===== src/rtl/mac_pkg.sv =====
// Shared constants and types for the monitor converter serial control
package mac_pkg;
  // Result and configuration word sizes
  localparam int RES_W = 10;
  localparam int CFG_TAIL = 3;
  localparam int IDX_W = 5;
  // Shift index marks: end of first result copy, end of second copy
  localparam logic [IDX_W-1:0] IDX_ZERO = 5'h00;
  localparam logic [IDX_W-1:0] IDX_ONE = 5'h01;
  localparam logic [IDX_W-1:0] IDX_RES_END = 5'h0A;
  localparam logic [IDX_W-1:0] IDX_ALL_END = 5'h14;
  // Configuration tail counter values
  localparam logic [1:0] CNT_ZERO = 2'h0;
  localparam logic [1:0] CNT_ONE = 2'h1;
  localparam logic [1:0] CNT_LAST = 2'h2;
  // Measurement modes
  localparam logic [1:0] MODE_TEMP = 2'h0;
  localparam logic [1:0] MODE_SUPPLY = 2'h1;
  localparam logic [1:0] MODE_DIFF_1V = 2'h2;
  localparam logic [1:0] MODE_DIFF_HALF = 2'h3;
  localparam logic [1:0] MODE_RST = MODE_SUPPLY;
  localparam logic [RES_W-1:0] CODE_RST = 10'h000;
  // Exchange states
  typedef enum logic [4:0] {
    ST_IDLE = 5'b0_0001,
    ST_HUNT = 5'b0_0010,
    ST_CFG = 5'b0_0100,
    ST_CONV = 5'b0_1000,
    ST_SHIFT = 5'b1_0000
  } mac_state_t;
endpackage


===== src/rtl/mac_edge.sv =====
// Edge detector for the host shift clock
`timescale 1ns/1ps
module mac_edge (
  input wire logic clk_sys,
  input wire logic rstn,
  input wire logic sclk,
  output logic sclk_rise,
  output logic sclk_fall
);
  logic sclk_prev_ff;
  logic nxt_sclk_prev;

  // Next value of the delayed shift clock
  always_comb begin
    nxt_sclk_prev = sclk;
  end

  // Register delayed shift clock
  always_ff @(posedge clk_sys) begin
    if (!rstn) begin
      sclk_prev_ff <= 1'b0;
    end else begin
      sclk_prev_ff <= nxt_sclk_prev;
    end
  end

  // Edges seen in the cycle the new level arrives
  assign sclk_rise = sclk & ~sclk_prev_ff;
  assign sclk_fall = ~sclk & sclk_prev_ff;
endmodule // mac_edge


===== src/rtl/mac_ctrl.sv =====
// Serial control of the temperature, supply and differential monitor
// Functional notes
// - Bits are launched on the shift clock falling edge and taken on its rising edge.
// - The word is received first and the result sent afterwards, so data in and out may share a wire.
// - The first one sampled after select falls is the start bit and earlier zeros are ignored.
// - The word is start, upper mode, lower mode, order flag; the three bits after start are kept.
// - After the word is complete further input is ignored until select goes high and low again.
// - Mode 00 is temperature, 01 supply, 10 differential 1 V, 11 differential 0.5 V.
// - On the first falling edge after the word is captured the serial output leaves high impedance and is driven.
// - One null bit goes out on a falling edge, then the 10-bit result, one bit per falling edge.
// - With the order flag at one the result goes MSB first, then zeros while select stays low.
// - With the order flag at zero the result goes MSB first and then again LSB first.
// - Select low enables the device and select high resets the serial interface.
// - A temperature result is an unsigned 10-bit code rising a quarter degree per step.
`timescale 1ns/1ps
module mac_ctrl #(
  parameter int RES_W = mac_pkg::RES_W
) (
  input wire logic clk_sys,
  input wire logic rstn,
  input wire logic cs_n,
  input wire logic sclk,
  input wire logic sdi,
  output logic sdo,
  output logic sdo_oe,
  output logic conv_start,
  output logic [1:0] meas_mode,
  output logic mode_is_temp,
  output logic temp_after_change,
  output logic output_order_flag,
  input wire logic conv_valid,
  input wire logic [RES_W-1:0] conv_code
);
  ////////////////////////////////////////////////////////////////////////
  // Declarations
  mac_pkg::mac_state_t state_ff;
  mac_pkg::mac_state_t nxt_state;
  logic sclk_rise;
  logic sclk_fall;
  logic [1:0] cnt_ff;
  logic [1:0] nxt_cnt;
  logic [2:0] cfg_ff;
  logic [2:0] nxt_cfg;
  logic [1:0] mode_ff;
  logic [1:0] nxt_mode;
  logic order_ff;
  logic nxt_order;
  logic start_ff;
  logic nxt_start;
  logic prev_temp_ff;
  logic nxt_prev_temp;
  logic chg_ff;
  logic nxt_chg;
  logic [mac_pkg::IDX_W-1:0] idx_ff;
  logic [mac_pkg::IDX_W-1:0] nxt_idx;
  logic sdo_ff;
  logic nxt_sdo;
  logic oe_ff;
  logic nxt_oe;
  logic [RES_W-1:0] code_ff;
  logic [RES_W-1:0] nxt_code;
  logic [mac_pkg::IDX_W-1:0] msb_sel;
  logic [mac_pkg::IDX_W-1:0] lsb_sel;
  logic out_bit;

  ////////////////////////////////////////////////////////////////////////
  // Shift clock edges
  mac_edge u_mac_edge (
    .clk_sys(clk_sys),
    .rstn(rstn),
    .sclk(sclk),
    .sclk_rise(sclk_rise),
    .sclk_fall(sclk_fall)
  );

  ////////////////////////////////////////////////////////////////////////
  // Bit chosen for the next falling edge
  always_comb begin
    msb_sel = mac_pkg::IDX_W'(RES_W - 1) - idx_ff;
    lsb_sel = idx_ff - mac_pkg::IDX_RES_END;
    if (idx_ff < mac_pkg::IDX_RES_END) begin
      out_bit = code_ff[msb_sel[3:0]];
    end else if (!order_ff && idx_ff < mac_pkg::IDX_ALL_END) begin
      out_bit = code_ff[lsb_sel[3:0]];
    end else begin
      out_bit = 1'b0;
    end
  end

  // Exchange sequencing
  always_comb begin
    nxt_state = state_ff;
    nxt_cnt = cnt_ff;
    nxt_cfg = cfg_ff;
    nxt_mode = mode_ff;
    nxt_order = order_ff;
    nxt_start = 1'b0;
    nxt_prev_temp = prev_temp_ff;
    nxt_chg = chg_ff;
    nxt_idx = idx_ff;
    nxt_sdo = sdo_ff;
    nxt_oe = oe_ff;
    if (cs_n) begin
      // Select high resets the interface and floats the output
      nxt_state = mac_pkg::ST_IDLE;
      nxt_oe = 1'b0;
      nxt_sdo = 1'b0;
      nxt_cnt = mac_pkg::CNT_ZERO;
      nxt_idx = mac_pkg::IDX_ZERO;
    end else begin
      case (state_ff)
        mac_pkg::ST_IDLE: begin
          nxt_state = mac_pkg::ST_HUNT;
        end
        mac_pkg::ST_HUNT: begin
          // Leading zeros skipped, first one is start
          if (sclk_rise && sdi) begin
            nxt_state = mac_pkg::ST_CFG;
            nxt_cnt = mac_pkg::CNT_ZERO;
          end
        end
        mac_pkg::ST_CFG: begin
          if (sclk_rise) begin
            nxt_cfg = {cfg_ff[1:0], sdi};
            nxt_cnt = cnt_ff + mac_pkg::CNT_ONE;
            if (cnt_ff == mac_pkg::CNT_LAST) begin
              nxt_state = mac_pkg::ST_CONV;
              nxt_mode = cfg_ff[1:0];
              nxt_order = sdi;
              nxt_start = 1'b1;
              nxt_chg = (cfg_ff[1:0] == mac_pkg::MODE_TEMP) && !prev_temp_ff;
              nxt_prev_temp = (cfg_ff[1:0] == mac_pkg::MODE_TEMP);
            end
          end
        end
        mac_pkg::ST_CONV: begin
          // Null bit with output enabled
          if (sclk_fall) begin
            nxt_state = mac_pkg::ST_SHIFT;
            nxt_oe = 1'b1;
            nxt_sdo = 1'b0;
            nxt_idx = mac_pkg::IDX_ZERO;
          end
        end
        mac_pkg::ST_SHIFT: begin
          // Input ignored; result bits on each falling edge
          if (sclk_fall) begin
            nxt_sdo = out_bit;
            if (idx_ff != mac_pkg::IDX_ALL_END) begin
              nxt_idx = idx_ff + mac_pkg::IDX_ONE;
            end
          end
        end
        default: begin
          nxt_state = mac_pkg::ST_IDLE;
          nxt_oe = 1'b0;
        end
      endcase
    end
  end

  // Register sequencing state
  always_ff @(posedge clk_sys) begin
    if (!rstn) begin
      state_ff <= mac_pkg::ST_IDLE;
      cnt_ff <= mac_pkg::CNT_ZERO;
      cfg_ff <= 3'h0;
      mode_ff <= mac_pkg::MODE_RST;
      order_ff <= 1'b0;
      start_ff <= 1'b0;
      prev_temp_ff <= 1'b0;
      chg_ff <= 1'b0;
      idx_ff <= mac_pkg::IDX_ZERO;
      sdo_ff <= 1'b0;
      oe_ff <= 1'b0;
    end else begin
      state_ff <= nxt_state;
      cnt_ff <= nxt_cnt;
      cfg_ff <= nxt_cfg;
      mode_ff <= nxt_mode;
      order_ff <= nxt_order;
      start_ff <= nxt_start;
      prev_temp_ff <= nxt_prev_temp;
      chg_ff <= nxt_chg;
      idx_ff <= nxt_idx;
      sdo_ff <= nxt_sdo;
      oe_ff <= nxt_oe;
    end
  end

  ////////////////////////////////////////////////////////////////////////
  // Result capture, unsigned code passed unchanged
  always_comb begin
    nxt_code = code_ff;
    if (conv_valid) begin
      nxt_code = conv_code;
    end
  end

  // Register result
  always_ff @(posedge clk_sys) begin
    if (!rstn) begin
      code_ff <= mac_pkg::CODE_RST;
    end else begin
      code_ff <= nxt_code;
    end
  end

  // Outputs
  assign sdo = sdo_ff;
  assign sdo_oe = oe_ff;
  assign conv_start = start_ff;
  assign meas_mode = mode_ff;
  assign mode_is_temp = (mode_ff == mac_pkg::MODE_TEMP);
  assign temp_after_change = chg_ff;
  assign output_order_flag = order_ff;

  ////////////////////////////////////////////////////////////////////////
  // Checks
  logic exp_lsb;
  assign exp_lsb = code_ff[lsb_sel[3:0]];

  a_idle_float: assert property (@(posedge clk_sys) disable iff (!rstn)
    cs_n |=> !sdo_oe && state_ff == mac_pkg::ST_IDLE)
    else $error("output not floated after select high");
  a_cfg_float: assert property (@(posedge clk_sys) disable iff (!rstn)
    (state_ff == mac_pkg::ST_HUNT || state_ff == mac_pkg::ST_CFG) |-> !sdo_oe)
    else $error("output driven while word received");
  a_duplex_order: assert property (@(posedge clk_sys) disable iff (!rstn)
    sdo_oe |-> state_ff == mac_pkg::ST_SHIFT)
    else $error("output driven outside result phase");
  a_zero_skip: assert property (@(posedge clk_sys) disable iff (!rstn)
    state_ff == mac_pkg::ST_HUNT && !cs_n && sclk_rise && !sdi
    |=> state_ff == mac_pkg::ST_HUNT)
    else $error("leading zero taken as start");
  a_start_seen: assert property (@(posedge clk_sys) disable iff (!rstn)
    state_ff == mac_pkg::ST_HUNT && !cs_n && sclk_rise && sdi
    |=> state_ff == mac_pkg::ST_CFG && cnt_ff == mac_pkg::CNT_ZERO)
    else $error("start bit missed");
  a_word_done: assert property (@(posedge clk_sys) disable iff (!rstn)
    state_ff == mac_pkg::ST_CFG && !cs_n && sclk_rise && cnt_ff == mac_pkg::CNT_LAST
    |=> conv_start && meas_mode == $past(cfg_ff[1:0]) && output_order_flag == $past(sdi)
    ##1 !conv_start)
    else $error("configuration word not applied");
  a_temp_map: assert property (@(posedge clk_sys) disable iff (!rstn)
    conv_start |-> mode_is_temp == ($past(cfg_ff[1:0]) == mac_pkg::MODE_TEMP))
    else $error("temperature mode misdecoded");
  a_temp_flag: assert property (@(posedge clk_sys) disable iff (!rstn)
    conv_start |-> temp_after_change == (mode_is_temp && !$past(prev_temp_ff)))
    else $error("mode change flag wrong");
  a_input_locked: assert property (@(posedge clk_sys) disable iff (!rstn)
    (state_ff == mac_pkg::ST_CONV || state_ff == mac_pkg::ST_SHIFT) && !cs_n
    |=> (state_ff == mac_pkg::ST_CONV || state_ff == mac_pkg::ST_SHIFT) && !conv_start)
    else $error("input accepted after word complete");
  a_null_bit: assert property (@(posedge clk_sys) disable iff (!rstn)
    state_ff == mac_pkg::ST_CONV && !cs_n && sclk_fall
    |=> sdo_oe && !sdo && idx_ff == mac_pkg::IDX_ZERO)
    else $error("null bit wrong");
  a_msb_first: assert property (@(posedge clk_sys) disable iff (!rstn)
    state_ff == mac_pkg::ST_SHIFT && !cs_n && sclk_fall && idx_ff == mac_pkg::IDX_ZERO
    |=> sdo == code_ff[RES_W-1])
    else $error("first result bit not MSB");
  a_zero_fill: assert property (@(posedge clk_sys) disable iff (!rstn)
    state_ff == mac_pkg::ST_SHIFT && !cs_n && sclk_fall && order_ff
    && idx_ff >= mac_pkg::IDX_RES_END |=> !sdo)
    else $error("fill bit not zero");
  a_lsb_repeat: assert property (@(posedge clk_sys) disable iff (!rstn)
    state_ff == mac_pkg::ST_SHIFT && !cs_n && sclk_fall && !order_ff
    && idx_ff >= mac_pkg::IDX_RES_END && idx_ff < mac_pkg::IDX_ALL_END
    |=> sdo == $past(exp_lsb))
    else $error("LSB-first copy wrong");
endmodule // mac_ctrl


===== config.mk =====
export PLATFORM = sky130hd
export DESIGN_NAME = mac_ctrl
export DESIGN_NICKNAME = d
export VERILOG_FILES = /design/src/rtl/mac_pkg.sv /design/src/rtl/mac_edge.sv /design/src/rtl/mac_ctrl.sv
export SDC_FILE = /design/constraint.sdc
export NUM_CORES = 1
export LEC_CHECK = 0
export BUFFER_PORTS_ARGS = -buffer_cell sky130_fd_sc_hd__buf_2
export CORE_MARGIN = 8
export CORE_UTILIZATION = 40
export DETAILED_ROUTE_END_ITERATION = 8
export PLACE_DENSITY_LB_ADDON = 0.05
export SLEW_MARGIN = 20
export SYNTH_ARGS = -nofsm -noshare
export SYNTH_HDL_FRONTEND = slang
export SYNTH_HIERARCHICAL = 1
export SYNTH_SLANG_ARGS = --single-unit

===== constraint.sdc =====
create_clock -name clk_sys -period 5 [get_ports clk_sys]
set_input_delay 0.5 -clock clk_sys [delete_from_list [all_inputs] [get_ports clk_sys]]
set_output_delay 0.5 -clock clk_sys [all_outputs]
set_load 0.02 [all_outputs]

==> results.txt, run 1 <==
* Run status: finished, final reports clean
- Maximum number of pins on one net before global-route repair: 19
* Cell area power density: 282 mW/mm²
* Cell with the most instances after synthesis: sky130_fd_sc_hd__nor2_1
- Critical Path End Type: flip-flop
* Critical Path Fanout Max: 13
* Clock transition at the registers of the reported paths: 70 ps
* Clock tree from TritonCTS: done
- The clock passes through at most 2 buffers.
* Min Tclk post-route: 2190 ps
- Met3 track demand over resource in global routing: 3.61%
- Traced cell by cell, the critical path runs through mux4_2 -> a2111oi_0 -> o221ai_1 -> and4_1.
- For this run, the total global-route usage over all layers was measured as 11.6%.
* Post-route clock period utilization: 43.8%
- Registers take 661 µm².
* Total I/O pin count: 24
- The number of nets in the synthesized netlist is 222.
- By area the synthesized netlist is led by sky130_fd_sc_hd__dfxtp_1, sky130_fd_sc_hd__mux2i_1, sky130_fd_sc_hd__nor2_1, sky130_fd_sc_hd__ha_1, sky130_fd_sc_hd__mux4_2.
- The largest individual stage delay along the critical path comes from the cell sky130_fd_sc_hd__dfxtp_1.
* Multi-input gate area in the final layout: 0.00106 mm²
* Placed wire-length estimate: 2.98 mm
- Sequential-to-total area share from yosys stat: 36.4%
* Area fraction of the dominant cell type after synthesis: 36.4%
- Layout overhead on the synthesized area: 12.7%
- For this block, the initial DRC count from the detailed router was 70.
- Number of cells traversed by the worst hold path: 2
- The via count of the first global-routing pass was 1463.
* Max-cap violations: 0
* Vias per inst: 5.43
* Clock latency on the worst-skew pair: 290 ps
- The floorplan step defined a core boundary enclosing 0.00435 mm².
- Detailed routing inserted a total of 1487 vias.
- For this run, design rule violations remaining after detail routing come to 0.
- Biggest area consumer among synthesized cells: sky130_fd_sc_hd__dfxtp_1
- Flop and latch count out of synthesis: 33
* GR Layer Usage met2: 19.0%
- The total overflow left after global routing is 0.
* Final setup violation count: 0
- For the final database, setup skew stands at 7.05 ps.
* Resize count post-CTS: 0
* Worst max-slew margin expressed relative to the limit: 59.9%
* Router iterations before antenna repair: 4
- Measured along the x axis, the die boundary spans 83.3 µm.
- The commonest cells after synthesis are sky130_fd_sc_hd__nor2_1, sky130_fd_sc_hd__dfxtp_1, sky130_fd_sc_hd__mux2i_1.
- At the pin with the least slew margin, the transition time is 601 ps.
* Slew Viols, Final: 0
* Gate count after technology mapping: 201
* Startpoint types: flip-flop
- The net count of the finished layout is 242.
- In this run the static leakage power is 0.000835 µW.
- CP required: 5190 ps
- FF-to-FF setup slack: 2810 ps
- Global routing used 13.9% of the available met1 tracks.
* Number of buffers added by the clock tree synthesis step: 5
- Routed wire length per instance: 14.6 µm
- For this run, the slowest stage of the critical path takes 710 ps.
- Once the floorplan was initialized, standard cells occupied 41.6% of the core.
- Largest vdd supply drop: 176 µV
* First-pass GRT wire length: 6.78 mm
* H-Tree Depth: 2
* Gp weighted congestion: 0.804
- Number of enable-type register cells in the synthesized netlist: 0
* RSZ-0062 raised after global routing: false
* Number of buffers added on ports: 23
- Hold timing on the final database bottoms out at a slack of 412 ps.
* Sum Neg Setup Slack: 0 ps
- Each instance of the synthesized netlist takes up on average 9.02 µm².
- Diode count: 0
* Number of standard-cell rows in the floorplan: 24
- Wirelength, routed: 3.99 mm
- At the worst endpoint, the arrival time is 2380 ps.
- Count of hold-fix buffers inserted at cts: 0
* Type of the most critical hold path: primary input to flip-flop
- The synthesized netlist occupies a cell area of 0.00181 mm².
- Cells with a size suffix above 1 make up 17.1% of the layout.
- Fraction of synthesis flops using an asynchronous set or reset pin: 0%
- The Yosys step of the flow raised 6 warnings.
* Number of antenna violations at the first check in global routing: 0
* Leading register cell type out of synthesis: sky130_fd_sc_hd__dfxtp_1
* Hold violation count in the final report: 0
* Clock Root Buffer: sky130_fd_sc_hd__clkbuf_8
- Clock sink count: 33
- From bottom edge to top edge, the die measures 83.3 µm.
- The critical path is of the flip-flop to flip-flop type.
- met2 is the most crowded layer.
- Post-CTS Repair Setup Buffers: 0
- DIE AREA: 0.00694 mm²
* Highest clock frequency the design can meet: 456 MHz
- Counting the fill cells in the layout gives 445.
* Count of different cell masters after synthesis: 51
- Cell count of the worst reg-to-reg path: 4
* Detail Route Antenna Nets: 0
critical path, delay by kind of cell, from the launching register on:
family | cells | cell delay (ps)
muxes | 1 | 570
DFF | 1 | 710
AOI/OAI and AO/OA | 2 | 600
and+or+nand+nor | 1 | 220
power breakdown:
part / total [µW] / internal (µW) / switching [µW]
logic: 39.4 / 18.2 / 21.1
clock network: 260 / 162 / 97.7
registers: 278 / 270 / 7.92
layer usage:
metal / vias up / wire [µm]
li1: 755 / -
met1: 701 / 1880
met2: 24 / 1910
met3: 7 / 142
met4: 0 / 53
met5: - / 0
flip-flops by register name, summed over array words and instances (netlist names), 2 cells and up:
signal,cells
code_ff,10
idx_ff,5
state_ff,5
cfg_ff,2
cnt_ff,2
meas_mode,2
stage by stage:
stage                     std cells  total power (µW)  instance area (µm²)  util, %  worst slack, ps
final                           274               577                 2040     46.9             2810
after floorplan                 201               310                 1810        -             2950
after CTS                       274               586                 2040     46.9             2780
after global routing            274               604                 2040     46.9             2700
after global placement          266               322                 1930     44.3             2720
after detailed placement        266               323                 1930     44.3             2630
final timing paths:
check | startpoint | endpoint
worst max-delay path | idx_ff[0]$_SDFFE_PP0P_ | sdo$_SDFFE_PP0P_
worst min-delay path | rstn | meas_mode[0]$_SDFFE_PN1P_
worst max register to register | idx_ff[0]$_SDFFE_PP0P_ | sdo$_SDFFE_PP0P_
worst min register to register | temp_after_change$_SDFFE_PN0P_ | temp_after_change$_SDFFE_PN0P_
logic make-up after synthesis:
kind of cell,Yosys count,share of synthesized area (%)
xor gates and xnor gates,5,2.42
muxes,27,16.4
buffers and inverters,16,4.90
AOI/OAI and AO/OA,28,10.2
DFF,33,36.4
and+or+nand+nor,87,26.2
adders and majority gates,5,3.45
layout make-up:
cell class                 count  area share [%]
tap                           52            3.18
multi-input combinational    152            52.1
clock buffer                   7            4.23
inverter                       6            1.10
sequential                    33            32.3
timing repair buffer          23            5.63
clock inverter                 1            1.47
cells in the final DEF, fill, tap and decap left out, drive strengths merged, types with 5 or more instances in the layout:
cell | synthesis | layout
nor2 | 37 | 37
nand2 | 8 | 8
nor2b | 6 | 6
clkbuf | 3 | 7
mux2i | 24 | 24
o21ai | 7 | 7
ha | 5 | 5
nor3 | 5 | 5
dfxtp | 33 | 33
nand3 | 6 | 6
a21oi | 7 | 7
inv | 5 | 5
buf | 7 | 23
(Power assumes the default switching activity.)
==> run 2: changes to the inputs <==
==> constraint.sdc (replaced) <==
create_clock -name clk_sys -period 2.1 [get_ports clk_sys]
set_input_delay 0.21 -clock clk_sys [delete_from_list [all_inputs] [get_ports clk_sys]]
set_output_delay 0.21 -clock clk_sys [all_outputs]
set_load 0.02 [all_outputs]
==> run 2 against run 1 <==
Wire length decreased by 3.3%. Final area increased by 0.49%. Sequential power increased by 140%. Largest cell class unchanged. Critical path depth increased by 1. Count of clock-buffer cells in the layout decreased by 2. Highest routed layer unchanged. Via count increased by 0.13%. Clock skew decreased by 1.5 ps. Total power increased by 110%. Combinational power increased by 140%.
==> results.txt, run 2 (synthesized netlist as in run 1, its figures left out) <==
* Total I/O pin count: 24 (unchanged)
- DRC: 0 (unchanged)
* Share of layout cells above drive strength 1: 19.8% (was 17.1%)
- Fin cells: 279 (was 274)
- The power density relative to cell area was 594 mW/mm² (was 282 mW/mm²).
- Routed wire length per instance: 13.8 µm (was 14.6 µm)
* Number of global-route vias before repair: 1516 (was 1463)
- Wirelength, routed: 3.86 mm (was 3.99 mm)
- The register containing the most flip-flops in the final layout was code_ff (unchanged).
- Vias per inst: 5.34 (was 5.43)
- WHS: 121 ps (was 412 ps)
- Cell count of the worst reg-to-reg path: 5 (was 4)
* Slew Viols, Final: 0 (unchanged)
- The count of TritonRoute iterations in the first routing pass was 4 (unchanged).
* Critical hold path startpoint: rstn (unchanged)
- The maximum level of the CTS H-tree was 2 (unchanged).
- Clock latency on the worst-skew pair: 280 ps (was 290 ps)
- Flip-flop count of the largest register, all copies and words added: 10 (unchanged)
* Type of the most critical hold path: primary input to flip-flop (unchanged)
* CP required: 2310 ps (was 5190 ps)
* Final setup violation count: 0 (unchanged)
* Count of hold-fix buffers inserted at cts: 0 (unchanged)
* Total core area: 0.00435 mm² (unchanged)
- The post-route total power came to 1220 µW (was 577 µW).
- The clock slew at the register clock pins of the worst setup and hold paths came to 70 ps (about the same).
- Sequential cell fraction of total power: 54.1% (was 48.1%)
- Number of cells traversed by the worst hold path: 2 (unchanged)
* Layout Skew: 5.56 ps (was 7.05 ps)
* Sum of overflow across all layers after global routing: 0 (unchanged)
* Hold endpoint: meas_mode[0]$_SDFFE_PN1P_ (unchanged)
- The post-placement cell count is 271 (was 266).
- Diode count: 0 (unchanged)
- Largest registers: code_ff (10), idx_ff (5), state_ff (5) (unchanged).
* Clock sink count: 33 (unchanged)
- The width of the die is 83.3 µm (unchanged).
- The area growth from synthesis to final layout came to 13.3% (was 12.7%).
- The clock share of power is 38.1% (was 45.1%).
* Switching share of total power: 25.0% (was 22.0%)
- The internal power was 915 µW (was 450 µW).
- Max incr delay on CP: 600 ps (was 710 ps)
- The arrival time at the worst endpoint is 2130 ps (was 2380 ps).
* Clock Root Buffer: sky130_fd_sc_hd__clkbuf_8 (unchanged)
- The pin slew with the least headroom to its limit was 547 ps (was 601 ps).
- The detailed router's first-iteration violation count is 30 (was 70).
- Largest vdd supply drop: 337 µV (was 176 µV)
- Hold violation count in the final report: 0 (unchanged)
* Worst reg2reg path endpoint: state_ff[2]$_SDFFE_PP0P_ (was sdo$_SDFFE_PP0P_)
- The number of max-cap violations came to 0 (unchanged).
- Run status: finished, final reports clean (unchanged)
- Highest-count cells in the layout ignoring fill and taps: sky130_fd_sc_hd__nor2_1, sky130_fd_sc_hd__dfxtp_1, sky130_fd_sc_hd__mux2i_1 (unchanged).
- The final core utilization came to 47.2% (was 46.9%).
- The area used by multi-input combinational logic was 0.00107 mm² (was 0.00106 mm²).
- The total die area is 0.00694 mm² (unchanged).
- Number of buffers added by the clock tree synthesis step: 5 (unchanged)
- Gp weighted congestion: 0.791 (was 0.804)
- The critical-path cell with the highest stage delay is sky130_fd_sc_hd__dfxtp_1 (unchanged).
- The count of buffers inserted at the top-level ports is 23 (unchanged).
- The sum of net half-perimeters after detailed placement came to 2.96 mm (was 2.98 mm).
- Logic gate share of total power: 7.7% (was 6.8%)
- The worst setup path category is flip-flop to flip-flop (unchanged).
- The most common cell after layout, fill and taps aside is sky130_fd_sc_hd__nor2_1 (unchanged).
- The register area is 661 µm² (unchanged).
- The count of buffers added by post-CTS timing repair for setup was 0 (unchanged).
- Number of antenna violations at the first check in global routing: 0 (unchanged)
- Worst max-slew margin expressed relative to the limit: 63.2% (was 59.9%)
* Worst path cell trace: nor2b_1 -> o21ai_1 -> nand4_1 -> or4_1 -> a21oi_1 (was mux4_2 -> a2111oi_0 -> o221ai_1 -> and4_1)
* Critical Path Fanout Max: 11 (was 13)
- Post-route clock period utilization: 91.5% (was 43.8%)
* Critical Path End Type: flip-flop (unchanged)
- Initial standard-cell utilization of the core: 41.6% (unchanged)
* First-pass GRT wire length: 6.90 mm (was 6.78 mm)
* Net count of the finished layout: 247 (was 242)
- The number of filler cells placed in the layout came to 422 (was 445).
- The kind of launch point of the worst setup path was a flip-flop (unchanged).
- The TritonCTS clock tree was done (unchanged).
- The total number of vias came to 1489 (was 1487).
* Number of standard-cell rows in the floorplan: 24 (unchanged)
- Resize count post-CTS: 0 (unchanged)
- The worst setup slack for register-to-register paths is 180 ps (was 2810 ps).
- Highest clock frequency the design can meet: 521 MHz (was 456 MHz)
* Worst reg2reg path startpoint: state_ff[3]$_SDFFE_PP0P_ (was idx_ff[0]$_SDFFE_PP0P_)
- RSZ-0062 raised after global routing: false (unchanged).
- Detail Route Antenna Nets: 0 (unchanged)
- The all-layer global routing usage was 11.6% (about the same).
- Leak pwr: 0.000847 µW (was 0.000835 µW)
* Sum Neg Setup Slack: 0 ps (unchanged)
- Min Tclk post-route: 1920 ps (was 2190 ps)
* Maximum number of pins on one net before global-route repair: 19 (unchanged)
- Vertical die dimension: 83.3 µm (unchanged)
- The net switching power of the design was 305 µW (was 127 µW).
* Number of buffers on the longest clock path: 2 (unchanged)
-- run 2: cell types whose count changed in the layout (fill, tap and decap cells not counted) --
| cell | change |
|---|---|
| sky130_fd_sc_hd__buf_4 | +5 |
| sky130_fd_sc_hd__nor2b_2 | +1 |
| sky130_fd_sc_hd__clkinvlp_4 | +1 |
| sky130_fd_sc_hd__clkbuf_1 | -1 |
| sky130_fd_sc_hd__bufinv_16 | -1 |
| sky130_fd_sc_hd__clkinv_2 | +2 |
| sky130_fd_sc_hd__clkbuf_8 | -1 |
| sky130_fd_sc_hd__nor2b_1 | -1 |
-- run 2: how the worst max path moves through the flow --
| stage | start | end | slack, ps | cells past startpoint |
|---|---|---|---|---|
| floorplan | u_mac_edge/sclk_prev_ff$_SDFF_PN0_ | temp_after_change$_SDFFE_PN0P_ | 280 | 6 |
| global placement | sclk | temp_after_change$_SDFFE_PN0P_ | 200 | 6 |
| detailed placement | sclk | temp_after_change$_SDFFE_PN0P_ | 130 | 6 |
| CTS | u_mac_edge/sclk_prev_ff$_SDFF_PN0_ | temp_after_change$_SDFFE_PN0P_ | 140 | 5 |
| global route | state_ff[3]$_SDFFE_PP0P_ | state_ff[2]$_SDFFE_PP0P_ | 3 | 5 |
| finish | state_ff[3]$_SDFFE_PP0P_ | state_ff[2]$_SDFFE_PP0P_ | 180 | 5 |
-- run 2: routing by layer --
| metal | global-route usage (%) | routed length, µm |
|---|---|---|
| met1 | 13.7 | 1820 |
| met2 | 19.0 | 1820 |
| met3 | 4.00 | 170 |
| met4 | 3.83 | 53 |
| met5 | 0 | 0 |
-- run 2: power groups by stage --
stage | Combinational (µW) | Clock [µW] | Sequential, µW
floorplan | 71.8 | 0 | 666
global placement | 93.6 | 0 | 674
detailed placement | 95.0 | 0 | 675
CTS | 95.3 | 487 | 660
global route | 106 | 514 | 663
finish | 94.4 | 465 | 661
-- run 2: cell type report --
type | count | share of cell area (%)
clock buffer | 5 | 3.35
clock inverter | 3 | 0.853
inverter | 6 | 1.10
multi-input combinational | 152 | 51.9
sequential | 33 | 32.2
tap | 52 | 3.17
timing repair buffer | 28 | 7.43
-- run 2: critical path, delay by kind of cell (launching register included) --
kind / cells / cell delay [ps]
and+or+nand+nor: 3 / 900
DFF: 1 / 600
AOI/OAI and AO/OA: 2 / 350
-- run 2: metrics by stage --
step                setup slack, ps  cell area [µm²]
detailed placement              129             1960
global placement                200             1960
floorplan                       281             1810
finish                          179             2050
CTS                             142             2050
global route                   3.30             2050
==> run 3: changes to the inputs <==
--- a/config.mk
+++ b/config.mk
@@ -5,9 +5,10 @@
 export SDC_FILE = /design/constraint.sdc
 export NUM_CORES = 1
 export LEC_CHECK = 0
+export ABC_AREA = 1
 export BUFFER_PORTS_ARGS = -buffer_cell sky130_fd_sc_hd__buf_2
 export CORE_MARGIN = 8
-export CORE_UTILIZATION = 40
+export CORE_UTILIZATION = 37
 export DETAILED_ROUTE_END_ITERATION = 8
 export PLACE_DENSITY_LB_ADDON = 0.05
 export SLEW_MARGIN = 20
==> run 3 against run 2 <==
Total power increased by 1.1%. Area after synthesis decreased by 6.6%. Flip-flop and latch count unchanged. Synthesized cell count increased by 22%. Register-to-register slack improved by 350 ps. Largest power group unchanged.
==> results.txt, run 3 <==
- Run status: finished, final reports clean (unchanged)
- Gp weighted congestion: 0.775 (was 0.791)
- Count of different cell masters after synthesis: 29 (was 51)
- Max-cap violations: 0 (unchanged)
- Number of enable-type register cells in the synthesized netlist: 0 (unchanged)
- Startpoint types: flip-flop (unchanged)
- Cell area power density: 630 mW/mm² (was 594 mW/mm²)
* Max incr delay on CP: 430 ps (was 600 ps)
* Leading post-synthesis cells by instance count: sky130_fd_sc_hd__nand2_1, sky130_fd_sc_hd__nor2_1, sky130_fd_sc_hd__dfxtp_1 (was sky130_fd_sc_hd__nor2_1, sky130_fd_sc_hd__dfxtp_1, sky130_fd_sc_hd__mux2i_1)
* Hold endpoint: u_mac_edge/sclk_prev_ff$_SDFF_PN0_ (was meas_mode[0]$_SDFFE_PN1P_)
- RSZ-0062 raised after global routing: false (unchanged)
* CP Class: flip-flop to flip-flop (unchanged)
* Leak pwr: 0.000854 µW (was 0.000847 µW)
- The count of antenna-violating nets left after detailed routing is 0 (unchanged).
- The via count of the first global-routing pass was 1535 (was 1516).
- Cell with the most instances after synthesis: sky130_fd_sc_hd__nand2_1 (was sky130_fd_sc_hd__nor2_1)
- Number of cells traversed by the worst hold path: 3 (was 2)
* Highest-count cells in the layout ignoring fill and taps: sky130_fd_sc_hd__nand2_1, sky130_fd_sc_hd__nor2_1, sky130_fd_sc_hd__dfxtp_1 (was sky130_fd_sc_hd__nor2_1, sky130_fd_sc_hd__dfxtp_1, sky130_fd_sc_hd__mux2i_1)
- Worst path arrival time: 1790 ps (was 2130 ps)
* Cell count of the worst reg-to-reg path: 9 (was 5)
- Routed wire length per instance: 11.8 µm (was 13.8 µm)
- Flop and latch count out of synthesis: 33 (unchanged)
* Hold violation count in the final report: 0 (unchanged)
- The pin slew with the least headroom to its limit came to 360 ps (was 547 ps).
* Critical Path Slowest Stage Cell: sky130_fd_sc_hd__dfxtp_1 (unchanged)
- Worst reg2reg path endpoint: sdo$_SDFFE_PP0P_ (was state_ff[2]$_SDFFE_PP0P_)
- Worst reg2reg path startpoint: idx_ff[2]$_SDFFE_PP0P_ (was state_ff[3]$_SDFFE_PP0P_)
* Clock transition at the registers of the reported paths: 80 ps (was 70 ps)
* Top cells by area in the synthesized netlist: sky130_fd_sc_hd__dfxtp_1, sky130_fd_sc_hd__nand2_1, sky130_fd_sc_hd__nor2_1, sky130_fd_sc_hd__nand3_1, sky130_fd_sc_hd__o21ai_0 (was sky130_fd_sc_hd__dfxtp_1, sky130_fd_sc_hd__mux2i_1, sky130_fd_sc_hd__nor2_1, sky130_fd_sc_hd__ha_1, sky130_fd_sc_hd__mux4_2)
* Vias per inst: 4.82 (was 5.34)
- Clock Root Buffer: sky130_fd_sc_hd__clkbuf_8 (unchanged)
- The dominant register cell in the synthesized netlist was sky130_fd_sc_hd__dfxtp_1 (unchanged).
- The fraction of final layout cells sized beyond drive strength 1 was 17.2% (was 19.8%).
* Die W: 83.7 µm (was 83.3 µm)
* Net count of the finished layout: 293 (was 247)
- The worst-case setup slack after placement was 539 ps (was 129 ps).
- The hold buffer count at CTS is 0 (unchanged).
- Biggest area consumer among synthesized cells: sky130_fd_sc_hd__dfxtp_1 (unchanged)
- The count of buffers added by post-CTS timing repair for setup is 0 (unchanged).
- The worst clock skew came to 6.80 ps (was 5.56 ps).
- First-pass GRT wire length: 6.76 mm (was 6.90 mm)
- The achievable clock frequency is 637 MHz (was 521 MHz).
- The clock network latency to the later pin of the worst-skew pair was 290 ps (was 280 ps).
- Worst path setup slack after routing: 531 ps (was 179 ps)
- The number of setup violations in the final report was 0 (unchanged).
- The maximum level of the CTS H-tree came to 2 (unchanged).
- Placed wire-length estimate: 2.82 mm (was 2.96 mm)
- The total die area is 0.00700 mm² (was 0.00694 mm²).
- Number of standard-cell rows in the floorplan: 24 (unchanged)
- The TritonCTS clock tree is done (unchanged).
* Type of the most critical hold path: primary input to flip-flop (unchanged)
* Sum Neg Setup Slack: 0 ps (unchanged)
- The deepest clock path buffer count came to 2 (unchanged).
- The share of async-settable or async-resettable flops after synthesis is 0% (unchanged).
- Resize count post-CTS: 0 (unchanged)
- Post-route clock period utilization: 74.7% (was 91.5%)
- Layout overhead on the synthesized area: 15.5% (was 13.3%)
- Clock sink count: 33 (unchanged)
- Flip-flop count of the largest register, all copies and words added: 10 (unchanged)
- The worst setup slack for register-to-register paths came to 530 ps (was 180 ps).
* CP required: 2320 ps (was 2310 ps)
- The initial antenna violation count is 0 (unchanged).
- Worst path cell trace: inv_1 -> ha_1 -> nor2_1 -> o21ai_0 -> nor3_1 -> nor2_1 -> a21oi_1 -> nand2_1 -> a21oi_1 (was nor2b_1 -> o21ai_1 -> nand4_1 -> or4_1 -> a21oi_1).
- Total core area: 0.00438 mm² (was 0.00435 mm²)
- The total number of vias came to 1565 (was 1489).
* First-iteration detailed-routing DRC count: 91 (was 30)
- Maximum number of pins on one net before global-route repair: 17 (was 19)
* Min Tclk post-route: 1570 ps (was 1920 ps)
- Sum of overflow across all layers after global routing: 0 (unchanged)
- The cell area after synthesis was 0.00169 mm² (was 0.00181 mm²).
* Critical hold path startpoint: sclk (was rstn)
- The count of TritonRoute iterations in the first routing pass was 4 (unchanged).
- The capturing element type of the critical path was a flip-flop (unchanged).
- The count of buffers inserted at the top-level ports came to 23 (unchanged).
- The post-synthesis cell count came to 245 (was 201).
* Largest vdd supply drop: 251 µV (was 337 µV)
- DRC: 0 (unchanged)
* Sequential-to-total area share from yosys stat: 39.0% (was 36.4%)
- Number of buffers added by the clock tree synthesis step: 5 (unchanged)
- The total detailed-routing wirelength is 3.82 mm (was 3.86 mm).
- GR Util All Layers: 11.6% (about the same)
* Synthesis warning total: 6 (unchanged)
- Most common cell after layout, fill and taps aside: sky130_fd_sc_hd__nand2_1 (was sky130_fd_sc_hd__nor2_1)
* Initial standard-cell utilization of the core: 38.6% (was 41.6%)
* Slew Viols, Final: 0 (unchanged)
* Largest registers: code_ff (10), idx_ff (5), state_ff (5) (unchanged)
* Total I/O pin count: 24 (unchanged)
- Register ranked first by flip-flop count: code_ff (unchanged)
- Vertical die dimension: 83.7 µm (was 83.3 µm)
* Average instance area after synthesis: 6.91 µm² (was 9.02 µm²)
- Mapped Nets: 266 (was 222)
- The relative slew slack was 75.8% (was 63.2%).
- Area fraction of the dominant cell type after synthesis: 39.0% (was 36.4%)
* Critical Path Fanout Max: 6 (was 11)
- The number of diodes came to 0 (unchanged).
==> run 3: cell types whose count changed after synthesis, sizes merged, moves of 4 or more <==
| cell | change |
|---|---|
| nor2 | +11 |
| a21oi | +11 |
| buf | -4 |
| inv | +20 |
| nand3 | +16 |
| nand2 | +39 |
| nor2b | -6 |
| nor3 | -4 |
| mux2i | -24 |
| o21ai | +16 |
==> run 3: report_power, final <==
part	total [µW]	internal (µW)	switching [µW]
clock network	484	229	255
logic	91.4	36.0	55.4
registers	658	644	13.9
==> run 3: critical path: cells and delay by family (launching register included) <==
family,cells,cell delay (ps)
AO/OA/AOI/OAI,3,320
buffers and inverters,1,70
adder cells (fa/ha/maj),1,340
flip-flops,1,430
AND/OR/NAND/NOR,4,330
==> run 3: logic make-up after synthesis <==
kind of cell / after synthesis / share of synthesized area, %
buffers and inverters: 33 / 7.61
adder cells (fa/ha/maj): 5 / 3.69
flip-flops: 33 / 39.0
XOR/XNOR: 4 / 2.07
AND/OR/NAND/NOR: 127 / 34.6
AO/OA/AOI/OAI: 43 / 13.0
==> run 3: worst max path at each step <==
| stage | from | endpoint | slack [ps] | cells past startpoint |
|---|---|---|---|---|
| finish | idx_ff[2]$_SDFFE_PP0P_ | sdo$_SDFFE_PP0P_ | 530 | 9 |
| global route | idx_ff[2]$_SDFFE_PP0P_ | sdo$_SDFFE_PP0P_ | 300 | 9 |
| CTS | idx_ff[2]$_SDFFE_PP0P_ | sdo$_SDFFE_PP0P_ | 510 | 9 |
| detailed placement | idx_ff[2]$_SDFFE_PP0P_ | sdo$_SDFFE_PP0P_ | 540 | 9 |
| global placement | idx_ff[2]$_SDFFE_PP0P_ | sdo$_SDFFE_PP0P_ | 570 | 9 |
| floorplan | idx_ff[1]$_SDFFE_PP0P_ | sdo$_SDFFE_PP0P_ | 490 | 10 |
==> run 3: layer usage <==
metal	vias to the layer above	global-route usage (%)	share of wire [%]
met4	0	5.18	1.5
met3	5	3.42	4.0
met5	-	0	0
li1	844	-	-
met2	22	18.0	43
met1	694	14.4	51
==> run 3: per-stage QoR <==
step | utilization, % | area (µm²) | hold slack [ps] | total power (µW) | cells
after floorplan | - | 1690 | 303 | 729 | 245
after global placement | 42.7 | 1870 | 418 | 765 | 317
after detailed placement | 42.7 | 1870 | 426 | 764 | 317
after CTS | 44.6 | 1960 | 121 | 1250 | 325
after global routing | 44.6 | 1960 | 138 | 1300 | 325
final | 44.6 | 1960 | 128 | 1230 | 325
==> run 3: cell type report <==
| type | count | area, µm² |
|---|---|---|
| fillers | 482 | 2430 |
| inverters | 27 | 103 |
| clock inverters | 3 | 17.5 |
| multi-input cells | 179 | 905 |
| repair buffers | 26 | 138 |
| flip-flops and latches | 33 | 661 |
| clock buffers | 5 | 68.8 |
| well taps | 52 | 65.1 |
